`src/rtl/cho_pkg.sv`:
```
package cho_pkg;
    // **************************************************
    // clock and watchdog timing
    // **************************************************
    localparam longint CHO_CLK_HZ = 100000000;
    localparam longint CHO_WDT_SHORT_S = 5;
    localparam longint CHO_WDT_MID_S = 88;
    localparam longint CHO_WDT_LONG_S = 175;
    localparam int CHO_WDT_CNT_W = 36;

    // **************************************************
    // register addresses
    // **************************************************
    localparam logic [7:0] CHO_ADDR_OPTION_UPPER = 8'h01;
    localparam logic [7:0] CHO_ADDR_CURRENT_LOW = 8'h02;
    localparam logic [7:0] CHO_ADDR_CURRENT_HIGH = 8'h03;

    // **************************************************
    // option byte layout and reset value
    // **************************************************
    localparam logic [7:0] CHO_OPTION_RESET = 8'he7;
    localparam int CHO_BIT_LOW_POWER = 7;
    localparam int CHO_BIT_TIMEOUT_HI = 6;
    localparam int CHO_BIT_TIMEOUT_LO = 5;
    localparam int CHO_BIT_LOOP_AUTO_OFF = 4;
    localparam int CHO_BIT_REVERSE_GOOD = 3;
    localparam int CHO_BIT_ULTRASONIC = 2;
    localparam int CHO_BIT_FREQ = 1;
    localparam int CHO_BIT_LOW_RIPPLE = 0;

    // **************************************************
    // charge current layout: high byte bits 4:0, low byte bits 7:6
    // **************************************************
    localparam logic [6:0] CHO_CURRENT_RESET = 7'h00;
    localparam int CHO_CUR_HIGH_MSB = 4;
    localparam int CHO_CUR_LOW_LSB = 6;

    typedef enum logic [1:0] {
        CHO_WDT_OFF,
        CHO_WDT_SHORT,
        CHO_WDT_MID,
        CHO_WDT_LONG
    } cho_timeout_t;
endpackage : cho_pkg

```
`src/rtl/cho_option_upper.sv`:
```
// Notes on behaviour
// bit 7 picks performance (0) or low power (1); resets to 1.
// low power and battery only turns off gate drive supply and ADC.
// bits 6-5 pick watchdog: off, 5s, 88s, 175s; resets to 11.
// an expired watchdog forces the charge current setting to zero.
// host writes to charge current restart the watchdog count.
// bit 4 (reset 0) turns input current loop off on cell removal.
// bit 3 at 0 holds good indicator high in reverse mode.
// bit 1 picks 1200/800kHz, reset 1; bit 2 keeps PFM above 25kHz.
// bit 0 enables low-ripple pass-through; resets to 1.
// option byte sits at address 0x01, reset value 0xe7.
// charge current setting sits at addresses 0x02 and 0x03.
// all eight option bits read back the last written value.
module cho_option_upper
    import cho_pkg::*;
#(
    parameter longint WDT_SHORT_CYC =
        cho_pkg::CHO_WDT_SHORT_S * cho_pkg::CHO_CLK_HZ,
    parameter longint WDT_MID_CYC =
        cho_pkg::CHO_WDT_MID_S * cho_pkg::CHO_CLK_HZ,
    parameter longint WDT_LONG_CYC =
        cho_pkg::CHO_WDT_LONG_S * cho_pkg::CHO_CLK_HZ
) (
    input wire logic sys_clk,
    input wire logic rst_b,
    input wire logic clk_en,
    input wire logic [7:0] reg_addr,
    input wire logic [7:0] reg_wdata,
    input wire logic reg_wr,
    input wire logic reg_rd,
    output logic [7:0] reg_rdata,
    input wire logic battery_only_pin,
    input wire logic cell_removed_pin,
    input wire logic reverse_mode_pin,
    input wire logic power_good_raw_pin,
    output logic low_power_active,
    output logic gate_drive_supply_off,
    output logic adc_off,
    output logic input_current_loop_off,
    output logic power_good_indicator,
    output logic ultrasonic_pfm_enable,
    output logic switching_frequency_select,
    output logic passthrough_low_ripple,
    output logic [6:0] charge_current_setting,
    output logic watchdog_expired
);
    // **************************************************
    // state
    // **************************************************
    logic [3:0] sync1_reg, sync1_next;
    logic [3:0] sync2_reg, sync2_next;
    logic [7:0] option_reg, option_next;
    logic [6:0] current_reg, current_next;
    logic [7:0] rdata_reg, rdata_next;
    logic lp_reg, lp_next;
    logic loop_off_reg, loop_off_next;
    logic good_reg, good_next;
    logic expired_reg, expired_next;
    logic wr_option, wr_cur_low, wr_cur_high, cur_write, wdt_expire;
    logic batt_only_s, cell_removed_s, reverse_s, good_raw_s;

    assign batt_only_s = sync2_reg[0];
    assign cell_removed_s = sync2_reg[1];
    assign reverse_s = sync2_reg[2];
    assign good_raw_s = sync2_reg[3];

    // **************************************************
    // register decode
    // **************************************************
    assign wr_option = reg_wr && reg_addr == CHO_ADDR_OPTION_UPPER;
    assign wr_cur_low = reg_wr && reg_addr == CHO_ADDR_CURRENT_LOW;
    assign wr_cur_high = reg_wr && reg_addr == CHO_ADDR_CURRENT_HIGH;
    assign cur_write = wr_cur_low || wr_cur_high;

    cho_watchdog #(
        .SHORT_CYC(WDT_SHORT_CYC),
        .MID_CYC(WDT_MID_CYC),
        .LONG_CYC(WDT_LONG_CYC)
    ) u_watchdog (
        .sys_clk(sys_clk),
        .rst_b(rst_b),
        .clk_en(clk_en),
        .timeout_select(cho_timeout_t'(
            option_reg[CHO_BIT_TIMEOUT_HI:CHO_BIT_TIMEOUT_LO])),
        .restart(cur_write),
        .expire(wdt_expire)
    );

    // **************************************************
    // next-state logic
    // **************************************************
    always_comb begin
        // pin levels pass two flops before anything looks at them
        sync1_next = {power_good_raw_pin, reverse_mode_pin,
                      cell_removed_pin, battery_only_pin};
        sync2_next = sync1_reg;

        option_next = option_reg;
        if (wr_option) begin
            option_next = reg_wdata;
        end

        // a host write in the expiry cycle wins over the clear
        current_next = current_reg;
        if (wdt_expire && !cur_write) begin
            current_next = CHO_CURRENT_RESET;
        end
        if (wr_cur_high) begin
            current_next[6:2] = reg_wdata[CHO_CUR_HIGH_MSB:0];
        end
        if (wr_cur_low) begin
            current_next[1:0] = reg_wdata[7:CHO_CUR_LOW_LSB];
        end

        rdata_next = rdata_reg;
        if (reg_rd) begin
            unique case (reg_addr)
                CHO_ADDR_OPTION_UPPER: rdata_next = option_reg;
                CHO_ADDR_CURRENT_HIGH: rdata_next = {3'h0, current_reg[6:2]};
                CHO_ADDR_CURRENT_LOW: rdata_next = {current_reg[1:0], 6'h00};
                default: rdata_next = 8'h00;
            endcase
        end

        lp_next = option_reg[CHO_BIT_LOW_POWER] && batt_only_s;
        loop_off_next = option_reg[CHO_BIT_LOOP_AUTO_OFF]
            && cell_removed_s;
        // with the indicator masked, reverse mode reports good regulation
        if (reverse_s && !option_reg[CHO_BIT_REVERSE_GOOD]) begin
            good_next = 1'b1;
        end else begin
            good_next = good_raw_s;
        end
        // sticky until the host writes the current setting again
        expired_next = expired_reg;
        if (cur_write) begin
            expired_next = 1'b0;
        end
        if (wdt_expire && !cur_write) begin
            expired_next = 1'b1;
        end
    end

    // **************************************************
    // registers
    // **************************************************
    always_ff @(posedge sys_clk) begin
        if (!rst_b) begin
            sync1_reg <= 4'h0;
            sync2_reg <= 4'h0;
            option_reg <= CHO_OPTION_RESET;
            current_reg <= CHO_CURRENT_RESET;
            rdata_reg <= 8'h00;
            lp_reg <= 1'b0;
            loop_off_reg <= 1'b0;
            good_reg <= 1'b0;
            expired_reg <= 1'b0;
        end else if (clk_en) begin
            sync1_reg <= sync1_next;
            sync2_reg <= sync2_next;
            option_reg <= option_next;
            current_reg <= current_next;
            rdata_reg <= rdata_next;
            lp_reg <= lp_next;
            loop_off_reg <= loop_off_next;
            good_reg <= good_next;
            expired_reg <= expired_next;
        end
    end

    // **************************************************
    // outputs
    // **************************************************
    assign reg_rdata = rdata_reg;
    assign low_power_active = lp_reg;
    // the comparator is not touched here: it keeps its own enable
    assign gate_drive_supply_off = lp_reg;
    assign adc_off = lp_reg;
    assign input_current_loop_off = loop_off_reg;
    assign power_good_indicator = good_reg;
    assign ultrasonic_pfm_enable = option_reg[CHO_BIT_ULTRASONIC];
    assign switching_frequency_select = option_reg[CHO_BIT_FREQ];
    assign passthrough_low_ripple = option_reg[CHO_BIT_LOW_RIPPLE];
    assign charge_current_setting = current_reg;
    assign watchdog_expired = expired_reg;
endmodule : cho_option_upper

```
`src/rtl/cho_watchdog.sv`:
```
module cho_watchdog
    import cho_pkg::*;
#(
    parameter longint SHORT_CYC = 500000000,
    parameter longint MID_CYC = 8800000000,
    parameter longint LONG_CYC = 17500000000
) (
    input wire logic sys_clk,
    input wire logic rst_b,
    input wire logic clk_en,
    input wire cho_pkg::cho_timeout_t timeout_select,
    input wire logic restart,
    output logic expire
);
    logic [CHO_WDT_CNT_W-1:0] cnt_reg, cnt_next;
    logic [CHO_WDT_CNT_W-1:0] limit;
    cho_timeout_t sel_reg, sel_next;

    always_comb begin
        unique case (sel_reg)
            CHO_WDT_OFF: limit = '0;
            CHO_WDT_SHORT: limit = CHO_WDT_CNT_W'(SHORT_CYC - 1);
            CHO_WDT_MID: limit = CHO_WDT_CNT_W'(MID_CYC - 1);
            CHO_WDT_LONG: limit = CHO_WDT_CNT_W'(LONG_CYC - 1);
        endcase
        expire = clk_en && (sel_reg != CHO_WDT_OFF) && (cnt_reg == limit);
        sel_next = timeout_select;
        // a new period setting starts a fresh count
        if (restart || sel_reg == CHO_WDT_OFF || timeout_select != sel_reg
            || expire) begin
            cnt_next = '0;
        end else begin
            cnt_next = cnt_reg + 1'b1;
        end
    end

    always_ff @(posedge sys_clk) begin
        if (!rst_b) begin
            cnt_reg <= '0;
            sel_reg <= CHO_WDT_LONG;
        end else if (clk_en) begin
            cnt_reg <= cnt_next;
            sel_reg <= sel_next;
        end
    end
endmodule : cho_watchdog

```
`config.mk`:
```
export PLATFORM = sky130hd
export DESIGN_NAME = cho_option_upper
export DESIGN_NICKNAME = d
export VERILOG_FILES = /design/src/rtl/cho_pkg.sv /design/src/rtl/cho_option_upper.sv /design/src/rtl/cho_watchdog.sv
export SDC_FILE = /design/constraint.sdc
export NUM_CORES = 1
export LEC_CHECK = 0
export ABC_CLOCK_PERIOD_IN_PS = 3480
export BUFFER_PORTS_ARGS = -buffer_cell sky130_fd_sc_hd__buf_2
export CAP_MARGIN = 15
export CORE_MARGIN = 2
export CORE_UTILIZATION = 40
export DETAILED_ROUTE_END_ITERATION = 12
export SETUP_SLACK_MARGIN = 0.3
export SKIP_LAST_GASP = 1
export SLEW_MARGIN = 40
export SYNTH_ARGS = -nofsm -noshare
export SYNTH_HDL_FRONTEND = slang
export SYNTH_HIERARCHICAL = 1
export SYNTH_SLANG_ARGS = --single-unit
```
`constraint.sdc`:
```
create_clock -name sys_clk -period 3.48 [get_ports sys_clk]
set_input_delay 0.696 -clock sys_clk [delete_from_list [all_inputs] [get_ports sys_clk]]
set_output_delay 0.696 -clock sys_clk [all_outputs]
set_load 0.005 [all_outputs]
```
== Word level (Yosys, flattened, before mapping) ==
Cells that the tools add are included.
Operators by class
  add/subtract/negate cells: 1
  mux-type cells: 9
  equality and inequality tests: 8
  reduce and logical (&&, ||, !) cells: 25
Operator list (count)
  $pmux 36 s4: 1
  $add 36x1->36 const B: 1
  $eq 36x36->1: 1
  $mux 36: 1
  $pmux 8 s3: 1
  $eq 8x2->1 const B: 2
  $reduce_and 2->1: 5
  $logic_and 1x1->1: 9
  $eq 8x1->1 const B: 1
  $reduce_bool 2->1: 4
  $mux 7: 1
  $mux 5: 1
  $eq 2x2->1 const B: 2
  $logic_or 1x1->1: 4
  $mux 1: 3
  $eq 2x1->1 const B: 1
  $logic_not 1->1: 2
  $logic_not 2->1: 1
  $mux 2: 1
  $ne 2x2->1: 1
Word-level totals
  output and inout port bits: 24
  bits in registers: 73
  logic and storage cells: 55
  input port bits: 25

== Longest topological paths before layout ==
Gate-level depths: netlist of run 1.
  depth in word-level cells: 7
  depth in mapped cells: 11
  depth with buffers taken out: 11

== Cells and area by module ==
Netlist of run 1, hierarchy kept.
By module, submodules not included
  cho_watchdog: sequential area each 760.7 um^2, times used 1, cells each 284, area an instance 2357.3 um^2
  cho_option_upper: sequential area each 700.7 um^2, times used 1, cells each 154, area an instance 1487.7 um^2

== Worst setup path after synthesis of run 1 ==
No wires, ideal clock.
  kind: input -> register
  start: in reg_addr[1]
  end: reg u_watchdog.cnt_reg[18]
  arrival: 2613 ps
  setup slack: 766 ps
  cell stages on the path: 10
  path buffers: 3
  library setup time: 101 ps
  data required time: 3379 ps
  cells stage by stage: buf_2 > and4bb_2 > and2_4 > nor4_2 > nand2_1 > o21ba_2 > buf_4 > nand2_2 > buf_6 > o41ai_1
Between the ends
  cells in the longest elaborated chain, start to end: 7
  elaborated cells between the ends (all ways): 9
  those cells by class: eq/ne (2); mux (1); reduce/logical (6)
Ends and longest elaborated chain
  start, declared: line cho_option_upper.sv:27  | input wire logic [7:0] reg_addr,
  $eq 8x2->1, on equally long branches: line cho_option_upper.sv:71, cho_option_upper.sv:72
  $logic_and 1x1->1, on equally long branches: line cho_option_upper.sv:71, cho_option_upper.sv:72
  $logic_or 1x1->1 *: line cho_option_upper.sv:73  | assign cur_write = wr_cur_low || wr_cur_high;
  named net cur_write: line cho_option_upper.sv:59  | logic wr_option, wr_cur_low, wr_cur_high, cur_write, wdt_expire;
  $logic_or 1x1->1 * (2 in series): line cho_watchdog.sv:29  | if (restart || sel_reg == CHO_WDT_OFF || timeout_select != sel_reg
  $logic_or 1x1->1 *: line cho_watchdog.sv:30  | || expire) begin
  $mux 36 *: line cho_watchdog.sv:29
  end signal, assigned: line cho_watchdog.sv:42  | cnt_reg <= cnt_next;
  end, declared: line cho_watchdog.sv:15  | logic [CHO_WDT_CNT_W-1:0] cnt_reg, cnt_next;
The timed path passes the listed nets; every way through them passes the cells marked *.
A chain may end at the register's enable or synchronous reset.

== Final worst setup path of run 1 ==
  start: reg u_watchdog.sel_reg[1]
  end: reg current_reg[1] (netlist: charge_current_setting[1])
Between the ends
  cells in the longest elaborated chain, start to end: 7
  elaborated cells between the ends (all ways): 12
  those cells by class: eq/ne (4); mux (1); reduce/logical (7)
Ends and longest elaborated chain
  start, declared: line cho_watchdog.sv:17  | cho_timeout_t sel_reg, sel_next;
  start signal, assigned: line cho_watchdog.sv:43  | sel_reg <= sel_next;
  $eq 2x2->1, or another cell as far along: line cho_watchdog.sv:20  | unique case (sel_reg)
  $pmux 36 s4: line cho_watchdog.sv:20
  $eq 36x36->1: line cho_watchdog.sv:26  | expire = clk_en && (sel_reg != CHO_WDT_OFF) && (cnt_reg == limit);
  $logic_and 1x1->1 *: line cho_watchdog.sv:26
  named net wdt_expire: line cho_option_upper.sv:59
  $logic_and 1x1->1 *: line cho_option_upper.sv:105  | if (wdt_expire && !cur_write) begin
  $reduce_bool 2->1 (no line) *
  $reduce_and 2->1 (no line) *
  end signal, assigned: line cho_option_upper.sv:162  | current_reg <= current_next;
  end, declared: line cho_option_upper.sv:53  | logic [6:0] current_reg, current_next;
The timed path passes the listed nets; every way through them passes the cells marked *. The select of a mux whose other input is x is not followed.

==> run metrics, run 1 <==
sequential area share after synthesis=38.01%; GR Overflow Total=0; DRC viols=0; Die Area=10410 µm²; CTS Sinks=73; RD Place Congestion=0.8327; dpl cell area=4129 µm²; CTS root buf=clkbuf_8; Worst Tran Pin Value=526.8 ps; buffers inserted by post-CTS timing repair=0; DR WL/cell=15.16 µm; Synth Warn #=6; Nets=506; CTS Buffer Depth=2; Vias=3302; FF+latch count, synth=73; Total Negative Setup Slacks=0 ps; Max-cap violations=0; Post-synth ARST share=0%; number of global-route vias before repair=3067; worst skew pair latency=360 ps; final hold slack=495.3 ps; Netlist cell types=63; biggest fanout along the worst timing path=6; worst relative slew slack=64.75%; fin crit share=83.60%; Routed WL=9.215 mm; syn_area_per_cell=8.778 µm²; Total GRT Usage=18.65%; Mapped Nets=470; violation count after the first detailed-route iteration=172; CP max stage delay=460 ps; RSZ-0062 raised after global routing=false; leakage=1.726 nW; Worst EP arrival=3160 ps; critical path's top delay family=compound AO/OA/AOI/OAI gates; Die Span Y=102.0 µm; I/O Buffers=48; max reg flops=36; Worst Setup End Kind=register; final setup violation count=0; Hold Path Class=reg -> reg; Post-CTS Hold Fix Bufs=0; # H-tree levels=3; CP Launch Type=register; initial antenna violation count=0; clock skew=16.15 ps; CTS buffer count=9; Ant. Diodes=0; CP max-delay cell=dfxtp_1; largest net degree at the start of global routing=57; most used cell, CP=inv_1; Power Density=373.4 nW/µm²; crit path kind=reg -> reg; CTS resizes=0; hpwl dp=6.617 mm; core area=9284 µm²; max-slew violations=0; Syn Inst Count=438; I/O Pins=49; outcome=finished clean; Fmax=343.7 MHz; EDFF count, synth=0; Initial Util=41.42%; Worst-path clk slew=100 ps; Layout area overhead=12.33%; Core Rows=35; top_reg_cell synth=dfxtp_1; Final Hold Fails=0; Design Area, Final=4319 µm²; share of cells above drive strength 1=19.00%; VDD IR-drop max=201.3 µV; ANT nets after route=0; Cell Area, Synth=3845 µm²; die width=102.0 µm; Buf/Inv on CP=2; Via density=5.431; Final Critical Period=2909 ps; CP required=3730 ps; CP cell instances=inv_1 -> ha_1 -> or3_1 -> a222oi_1 -> nand4_1 -> or2_1 -> inv_1 -> nand2_1 -> a21oi_1 -> a31oi_1 -> a32o_1; CTS tree=done; first-pass GRT wire length=15.46 mm; Initial DRT Pass Iterations=5
==> worst min-delay path, stage by stage (launching register included) <==
cell and delay [ps]:
dfxtp_1 320, nand2b_1 60, a21boi_0 80
==> stage by stage <==
step / setup WS, ps / power (mW) / utilization [%] / cells
finish: 570.8 / 1.613 / 46.52 / 608
global route: 369.1 / 1.678 / 46.52 / 608
CTS: 568.6 / 1.639 / 46.52 / 608
detailed placement: 588.9 / 0.9874 / 44.47 / 592
global placement: 717.4 / 0.9872 / 44.47 / 592
floorplan: 766.1 / 0.9507 / - / 438
==> layout make-up <==
cell class                 instances  area, µm²
fill                             940       4965
clock buffer                       9      123.9
tap                              129      161.4
inverter                          11      41.29
sequential                        73       1461
clock inverter                     7      66.31
timing repair buffer              53      277.8
multi-input combinational        326       2187
==> cells in the final DEF (no fill, tap or decap), drive strengths merged, types with 3 or more instances in the layout <==
cell / instances
a21oi: 4
buf: 53
nand3: 30
nor2b: 11
a22oi: 4
mux2i: 21
or3: 3
dfxtp: 73
o311ai: 11
nor3b: 6
and4: 9
clkbuf: 9
xor2: 15
and2: 12
nor2: 20
or2: 3
a21boi: 3
and3: 5
o31ai: 4
nor4: 12
ha: 7
nand2b: 3
nand4: 20
a31oi: 5
inv: 17
nand2: 62
xnor2: 9
a32o: 7
o21ai: 13
nor3: 5
==> layer usage <==
layer | track usage (%) | up-vias | wire length, µm
met5 | 0 | - | 0
met4 | 5.846 | 0 | 59
met3 | 3.762 | 4 | 469
met2 | 29.00 | 68 | 4334
met1 | 26.12 | 1568 | 4352
li1 | - | 1662 | -
==> cells in the mapped netlist, types with 5 or more instances <==
library cell  number  area [µm²]
xnor2_1            9       78.83
nor2_2            10       62.56
and2_1            11       68.82
nand2_1           61       229.0
clkbuf_1          15       56.30
nor3b_1            6       45.04
and4_1             9       78.83
mux2i_1           21       210.2
nand3_1           30       150.1
inv_1             11       41.29
o311ai_0           7       61.31
nor4_1            10       62.56
nor2_1            10       37.54
dfxtp_1           73        1461
nor3_1             5       25.02
o21ai_0           12       60.06
a32o_1             7       70.07
ha_1               7       87.58
nor2b_1           11       68.82
and3_1             5       31.28
xor2_1            15       131.4
nand4_1           19       118.9
==> report_power, final <==
group | internal (mW) | total, mW | switching (mW)
Combinational | 0.0460 | 0.117 | 0.0711
Sequential | 0.843 | 0.850 | 0.00725
Clock | 0.280 | 0.645 | 0.365
Total | 1.17 | 1.61 | 0.444
==> final timing paths <==
| check | to | slack, ps | from | cells past startpoint |
|---|---|---|---|---|
| worst max register to register | charge_current_setting[1] | 570 | u_watchdog/sel_reg[1] | 11 |
| worst min register to register | input_current_loop_off | 500 | input_current_loop_off | 2 |
| worst max-delay path | charge_current_setting[1] | 570 | u_watchdog/sel_reg[1] | 11 |
| worst min-delay path | input_current_loop_off | 500 | input_current_loop_off | 2 |
==> kinds of logic after synthesis <==
group	share of synthesized area [%]
AND/OR/NAND/NOR	30.59
flip-flops	38.01
AO/OA/AOI/OAI	13.08
buffers and inverters	5.109
XOR/XNOR	5.467
multiplexers	5.467
adder cells (fa/ha/maj)	2.278
(Power assumes the default switching activity.)
==> run 2: changes to the inputs <==
--- a/config.mk
+++ b/config.mk
@@ -5,7 +5,8 @@
 export SDC_FILE = /design/constraint.sdc
 export NUM_CORES = 1
 export LEC_CHECK = 0
-export ABC_CLOCK_PERIOD_IN_PS = 3480
+export ABC_AREA = 1
+export ABC_CLOCK_PERIOD_IN_PS = 2700
 export BUFFER_PORTS_ARGS = -buffer_cell sky130_fd_sc_hd__buf_2
 export CAP_MARGIN = 15
 export CORE_MARGIN = 2
==> constraint.sdc (replaced) <==
create_clock -name sys_clk -period 2.7 [get_ports sys_clk]
set_input_delay 0.54 -clock sys_clk [delete_from_list [all_inputs] [get_ports sys_clk]]
set_output_delay 0.54 -clock sys_clk [all_outputs]
set_load 0.005 [all_outputs]
==> run 2 against run 1 <==
  * First-iteration DRC count rose by 30%
  * Critical endpoint is now u_watchdog/cnt_reg[29]
  * Cell count grew 26%
  * Worst setup slack worse by 5.6 ps
  * Highest routed layer unchanged
  * Count of clock-buffer cells in the layout rose by 2
  * Utilization grew 0.11 points
  * Maximum frequency increased by 36%
  * Synthesized cell count rose by 34%
  * Via count grew 16%
  * Hold slack worse by 99 ps
  * Register-to-register slack hardly changed
  * Combinational power grew 39%
==> run metrics, run 2 <==
outcome=finished clean; final setup violation count=0; setup ws final=565.2 ps; CTS tree=done; reg2reg end=u_watchdog/cnt_reg[29]; Final Hold Fails=0; Vias=3830; CTS buffer count=9; GR Overflow Total=0; Cell Area, Synth=4049 µm²; max-slew violations=0; initial antenna violation count=0; Die Area=10940 µm²; Total Negative Setup Slacks=0 ps; Layout area overhead=13.10%; top_reg_cell synth=dfxtp_1; crit path kind=reg -> reg; Syn Inst Count=585; Mapped Nets=617; Worst R2R Path Depth=13; Total GRT Usage=19.14%; die width=104.6 µm; # H-tree levels=3; CP required=2950 ps; CP cell instances=inv_1 -> ha_2 -> inv_1 -> nand2_1 -> nand2_1 -> nor2_1 -> nand2_1 -> nor2_1 -> nand3_1 -> o21bai_1 -> nand2_2 -> nand2_8 -> nor2_1; Worst Setup End Kind=register; RSZ-0062 raised after global routing=false; share of cells above drive strength 1=16.85%; Post-CTS Hold Fix Bufs=0; Power Density=451.8 nW/µm²; Clk pwr share=38.8%; biggest fanout along the worst timing path=18; clock skew=10.56 ps; I/O Pins=49; CP max-delay cell=ha_2; CP Launch Type=register; worst skew pair latency=360 ps; Max-cap violations=0; Routed WL=10.25 mm; hpwl dp=7.454 mm; Int Pwr=1.512 mW; worst relative slew slack=60.15%; violation count after the first detailed-route iteration=224; Worst Tran Pin Value=597.8 ps; dominant cells by area after synthesis=dfxtp_1 36%, nand2_1 13%, nor2_1 9.6%; switch share=26.91%; max reg flops=36; CP max stage delay=400 ps; Post-synth ARST share=0%; switching power total=0.5567 mW; leakage=1.877 nW; syn_area_per_cell=6.921 µm²; Min-Delay Path Depth=3; RD Place Congestion=0.8545; EDFF count, synth=0; ANT nets after route=0; Synth Warn #=6; fin crit share=79.07%; CTS root buf=clkbuf_8; Initial DRT Pass Iterations=5; Initial Util=41.23%; commonest non-fill, non-tap cell in the layout=nand2_1; Die Span Y=104.6 µm; Comb power frac=7.9%; DR WL/cell=13.35 µm; largest area contributor in the synthesized netlist=dfxtp_1; VDD IR-drop max=314.6 µV; fin util=46.64%; Worst EP arrival=2390 ps; FILL cells=1059; storage element area=1464 µm²; FF+latch count, synth=73; CTS Sinks=73; Core Rows=36; final hold slack=396.6 ps; number of global-route vias before repair=3449; Commonest cells post-synth=143 x nand2_1, 104 x nor2_1, 73 x dfxtp_1; hold path endpoint=sync1_reg[2]; Final Critical Period=2135 ps; DRC viols=0; Ant. Diodes=0; buffers inserted by post-CTS timing repair=0; Tot Pwr=2.069 mW; Hold Path Class=in -> reg; sequential area share after synthesis=36.09%; Nets=662; pre-CTS setup slack=424.6 ps; Worst-path clk slew=80 ps; first-pass GRT wire length=16.79 mm; FF-to-FF Start=u_watchdog/sel_reg[1]; commonest non-fill, non-tap cells in the layout=141 x nand2_1, 104 x nor2_1, 71 x dfxtp_1; HP Start=reverse_mode_pin; largest net degree at the start of global routing=37; CTS resizes=0; Fmax=468.4 MHz; Flop pwr share=53.3%; Via density=4.987; I/O Buffers=48; reg2reg setup slack=570 ps; Netlist cell types=40; Yosys top cell area share=36.09%; most frequent cell after synthesis=nand2_1; core area=9819 µm²; footprint of the multi-input gates=2307 µm²; CTS Buffer Depth=2
## run 2: cell count changes after synthesis, moves of 9 or more
cell,before,now
inv_1,11,48
and4_1,9,0
mux2i_1,21,1
nor2_1,10,104
and2_1,11,0
a21oi_1,4,19
nor2b_1,11,0
clkbuf_1,15,4
nand3_1,30,44
o21ai_0,12,25
nand2_1,61,143
nor4_1,10,1
## run 2: how the worst max path moves through the flow
stage,from,end,slack (ps),cells after the start
2_1_floorplan,u_watchdog/sel_reg[1],u_watchdog/cnt_reg[12],830,14
3_3_place_gp,reg_addr[7],u_watchdog/cnt_reg[24],470,12
3_5_place_dp,u_watchdog/sel_reg[1],u_watchdog/cnt_reg[24],420,13
4_1_cts,u_watchdog/sel_reg[1],u_watchdog/cnt_reg[24],390,13
5_1_grt,u_watchdog/sel_reg[1],u_watchdog/cnt_reg[5],320,13
6_report,u_watchdog/sel_reg[1],u_watchdog/cnt_reg[29],570,13
## run 2: per-stage QoR
stage | cell area [µm²] | std cells
after floorplan | 4049 | 585
after global placement | 4359 | 751
after detailed placement | 4359 | 751
after CTS | 4541 | 767
after global routing | 4579 | 768
final | 4579 | 768
## run 2: cell type report
cell class | instances | area share [%]
multi-input combinational | 442 | 50.38
clock inverter | 5 | 0.8743
sequential | 73 | 31.97
tap | 133 | 3.634
timing repair buffer | 50 | 5.574
clock buffer | 11 | 3.087
inverter | 54 | 4.481
## run 2: routing by layer
| layer | part of all wire (%) | track usage (%) |
|---|---|---|
| met1 | 48 | 25.56 |
| met2 | 46 | 29.93 |
| met3 | 5.4 | 5.739 |
| met4 | 1.3 | 5.619 |
| met5 | 0 | 0 |
## run 2: kinds of logic after synthesis
group           share of synthesized area (%)
simple gates                            40.36
flops                                   36.09
buf+inv                                 7.818
compound gates                          7.478
xor+xnor                                5.841
fa+ha+maj                               2.163
mux                                    0.2472
## run 2: power groups by stage
stage | combinational [mW] | clock, mW | sequential, mW
2_1_floorplan | 0.108 | 0 | 1.13
3_3_place_gp | 0.152 | 0 | 1.13
3_5_place_dp | 0.152 | 0 | 1.13
4_1_cts | 0.153 | 0.842 | 1.10
5_1_grt | 0.184 | 0.883 | 1.11
6_report | 0.163 | 0.803 | 1.10
## run 2: critical path, delay by kind of cell (launching register included)
family,cells,cell delay [ps]
compound gates,1,160
buf+inv,2,190
fa+ha+maj,1,400
simple gates,9,870
flops,1,380
==> run 3: changes to the inputs <==
--- a/config.mk
+++ b/config.mk
@@ -5,8 +5,8 @@
 export SDC_FILE = /design/constraint.sdc
 export NUM_CORES = 1
 export LEC_CHECK = 0
-export ABC_AREA = 1
-export ABC_CLOCK_PERIOD_IN_PS = 2700
+export ABC_AREA = 0
+export ABC_CLOCK_PERIOD_IN_PS = 2100
 export BUFFER_PORTS_ARGS = -buffer_cell sky130_fd_sc_hd__buf_2
 export CAP_MARGIN = 15
 export CORE_MARGIN = 2
==> constraint.sdc (replaced) <==
create_clock -name sys_clk -period 2.1 [get_ports sys_clk]
set_input_delay 0.42 -clock sys_clk [delete_from_list [all_inputs] [get_ports sys_clk]]
set_output_delay 0.42 -clock sys_clk [all_outputs]
set_load 0.005 [all_outputs]
==> run 3 against run 2 <==
  * The run now ends with negative setup slack left
  * First-iteration DRC count fell by 4.5%
  * Maximum frequency fell by 13%
  * Wire length fell by 0.46%
  * Sequential share of layout area fell by 2.5 points
  * Hold slack got worse by 120 ps
  * Die area fell by 4.9%
  * Register-to-register slack got worse by 920 ps
  * Global-route usage rose by 1.4 points
  * Utilization rose by 7.1 points
  * Largest cell class unchanged
==> run metrics, run 3 (synthesized netlist as in run 1, its figures left out) <==
outcome=finished, violations left; violated checks=negative setup slack; Clk pwr share=41.8%; core area=9284 µm²; biggest fanout along the worst timing path=19; Flop pwr share=48.7%; Design Area, Final=4991 µm²; ANT nets after route=0; Hold Path Class=in -> reg; worst skew pair latency=360 ps; Int Pwr=2.154 mW; CP Launch Type=register; CTS Sinks=73; Layout area overhead=29.81%; dpl cell area=4612 µm²; fin util=53.76%; DRC viols=0; commonest non-fill, non-tap cell in the layout=dfxtp_1; DR WL/cell=15.23 µm; violation count after the first detailed-route iteration=214; Initial DRT Pass Iterations=5; Die Area=10410 µm²; I/O Buffers=48; Worst Tran Pin Value=453.7 ps; share of cells above drive strength 1=30.74%; CP required=2350 ps; CTS buffer count=9; commonest non-fill, non-tap cells in the layout=71 x dfxtp_1, 60 x nand2_1, 60 x buf_4; # H-tree levels=3; largest net degree at the start of global routing=36; Via density=5.400; Vias=3618; Fmax=408.0 MHz; max reg flops=36; Die Span Y=102.0 µm; Total Negative Setup Slacks=-12310 ps; max-slew violations=0; RSZ-0062 raised after global routing=true; worst relative slew slack=69.64%; first-pass GRT wire length=16.79 mm; Initial Util=41.42%; RD Place Congestion=0.9379; initial antenna violation count=0; hpwl dp=7.389 mm; die width=102.0 µm; final hold slack=277.0 ps; number of global-route vias before repair=3412; switch share=25.55%; fin crit share=116.7%; Max-cap violations=0; Core Rows=35; CTS Buffer Depth=2; pre-CTS setup slack=-418.0 ps; Worst EP arrival=2700 ps; setup ws final=-351.1 ps; Final Critical Period=2451 ps; Worst-path clk slew=80 ps; Final Hold Fails=0; I/O Pins=49; CTS tree=done; GR Overflow Total=0; clock skew=5.699 ps; Routed WL=10.21 mm; Total GRT Usage=20.50%; leakage=2.067 nW; CTS root buf=clkbuf_8; VDD IR-drop max=299.7 µV; Power Density=579.6 nW/µm²; crit path kind=reg -> reg; Comb power frac=9.6%; Nets=567; Worst Setup End Kind=register; final setup violation count=44; switching power total=0.7390 mW
[run 3: cell type report]
| type | count | area (µm²) |
|---|---|---|
| Sequential cell | 73 | 1469 |
| Clock buffer | 10 | 148.9 |
| Timing Repair Buffer | 113 | 773.2 |
| Antenna cell | 1 | 2.502 |
| Inverter | 11 | 46.29 |
| Clock inverter | 6 | 71.32 |
| Fill cell | 877 | 4293 |
| Multi-Input combinational cell | 327 | 2318 |
| Tap cell | 129 | 161.4 |
[run 3: critical path: stages (launching register included)]
cell and delay [ps]:
dfxtp_4 400, inv_4 60, ha_4 150, or3_1 310
a222oi_1 330, nand4_1 160, or2_1 270, buf_4 130
buf_4 130, a21boi_4 140, buf_12 190, nor4bb_1 70
[run 3: repair_timing]
item / CTS / global route
pin swaps: 6 / 1
endpoints found under the setup margin: 44 / 48
resized for setup: 8 / 3
hold buffers: 0 / 0
cloned: 1 / 0
buffers inserted: 5 / 3
[run 3: power by group through the flow]
stage                     clock network (mW)  logic [mW]  registers, mW
after floorplan                            0       0.150           1.44
after global placement                     0       0.242           1.44
after detailed placement                   0       0.244           1.44
after CTS                               1.24       0.262           1.41
after global routing                    1.30       0.298           1.41
final                                   1.21       0.277           1.41
[run 3: through the flow]
step,std cells,power [mW]
2_1_floorplan,438,1.589
3_5_place_dp,644,1.684
4_1_cts,666,2.905
5_1_grt,669,3.007
3_3_place_gp,644,1.681
6_report,670,2.893
[run 3: final timing paths]
check / startpoint / end / slack (ps) / cells past startpoint
setup / recovery: u_watchdog/sel_reg[1] / u_watchdog/cnt_reg[8] / -350 / 11
hold / removal: reg_wdata[5] / option_reg[5] / 280 / 3
setup reg to reg: u_watchdog/sel_reg[1] / u_watchdog/cnt_reg[8] / -350 / 11
hold reg to reg: option_reg[4] / option_reg[4] / 490 / 2
[run 3: layer usage]
metal,share of wire (%),GRT usage [%]
met1,47,26.62
met2,47,34.26
met3,4.5,4.036
met4,1.7,6.769
met5,0,0
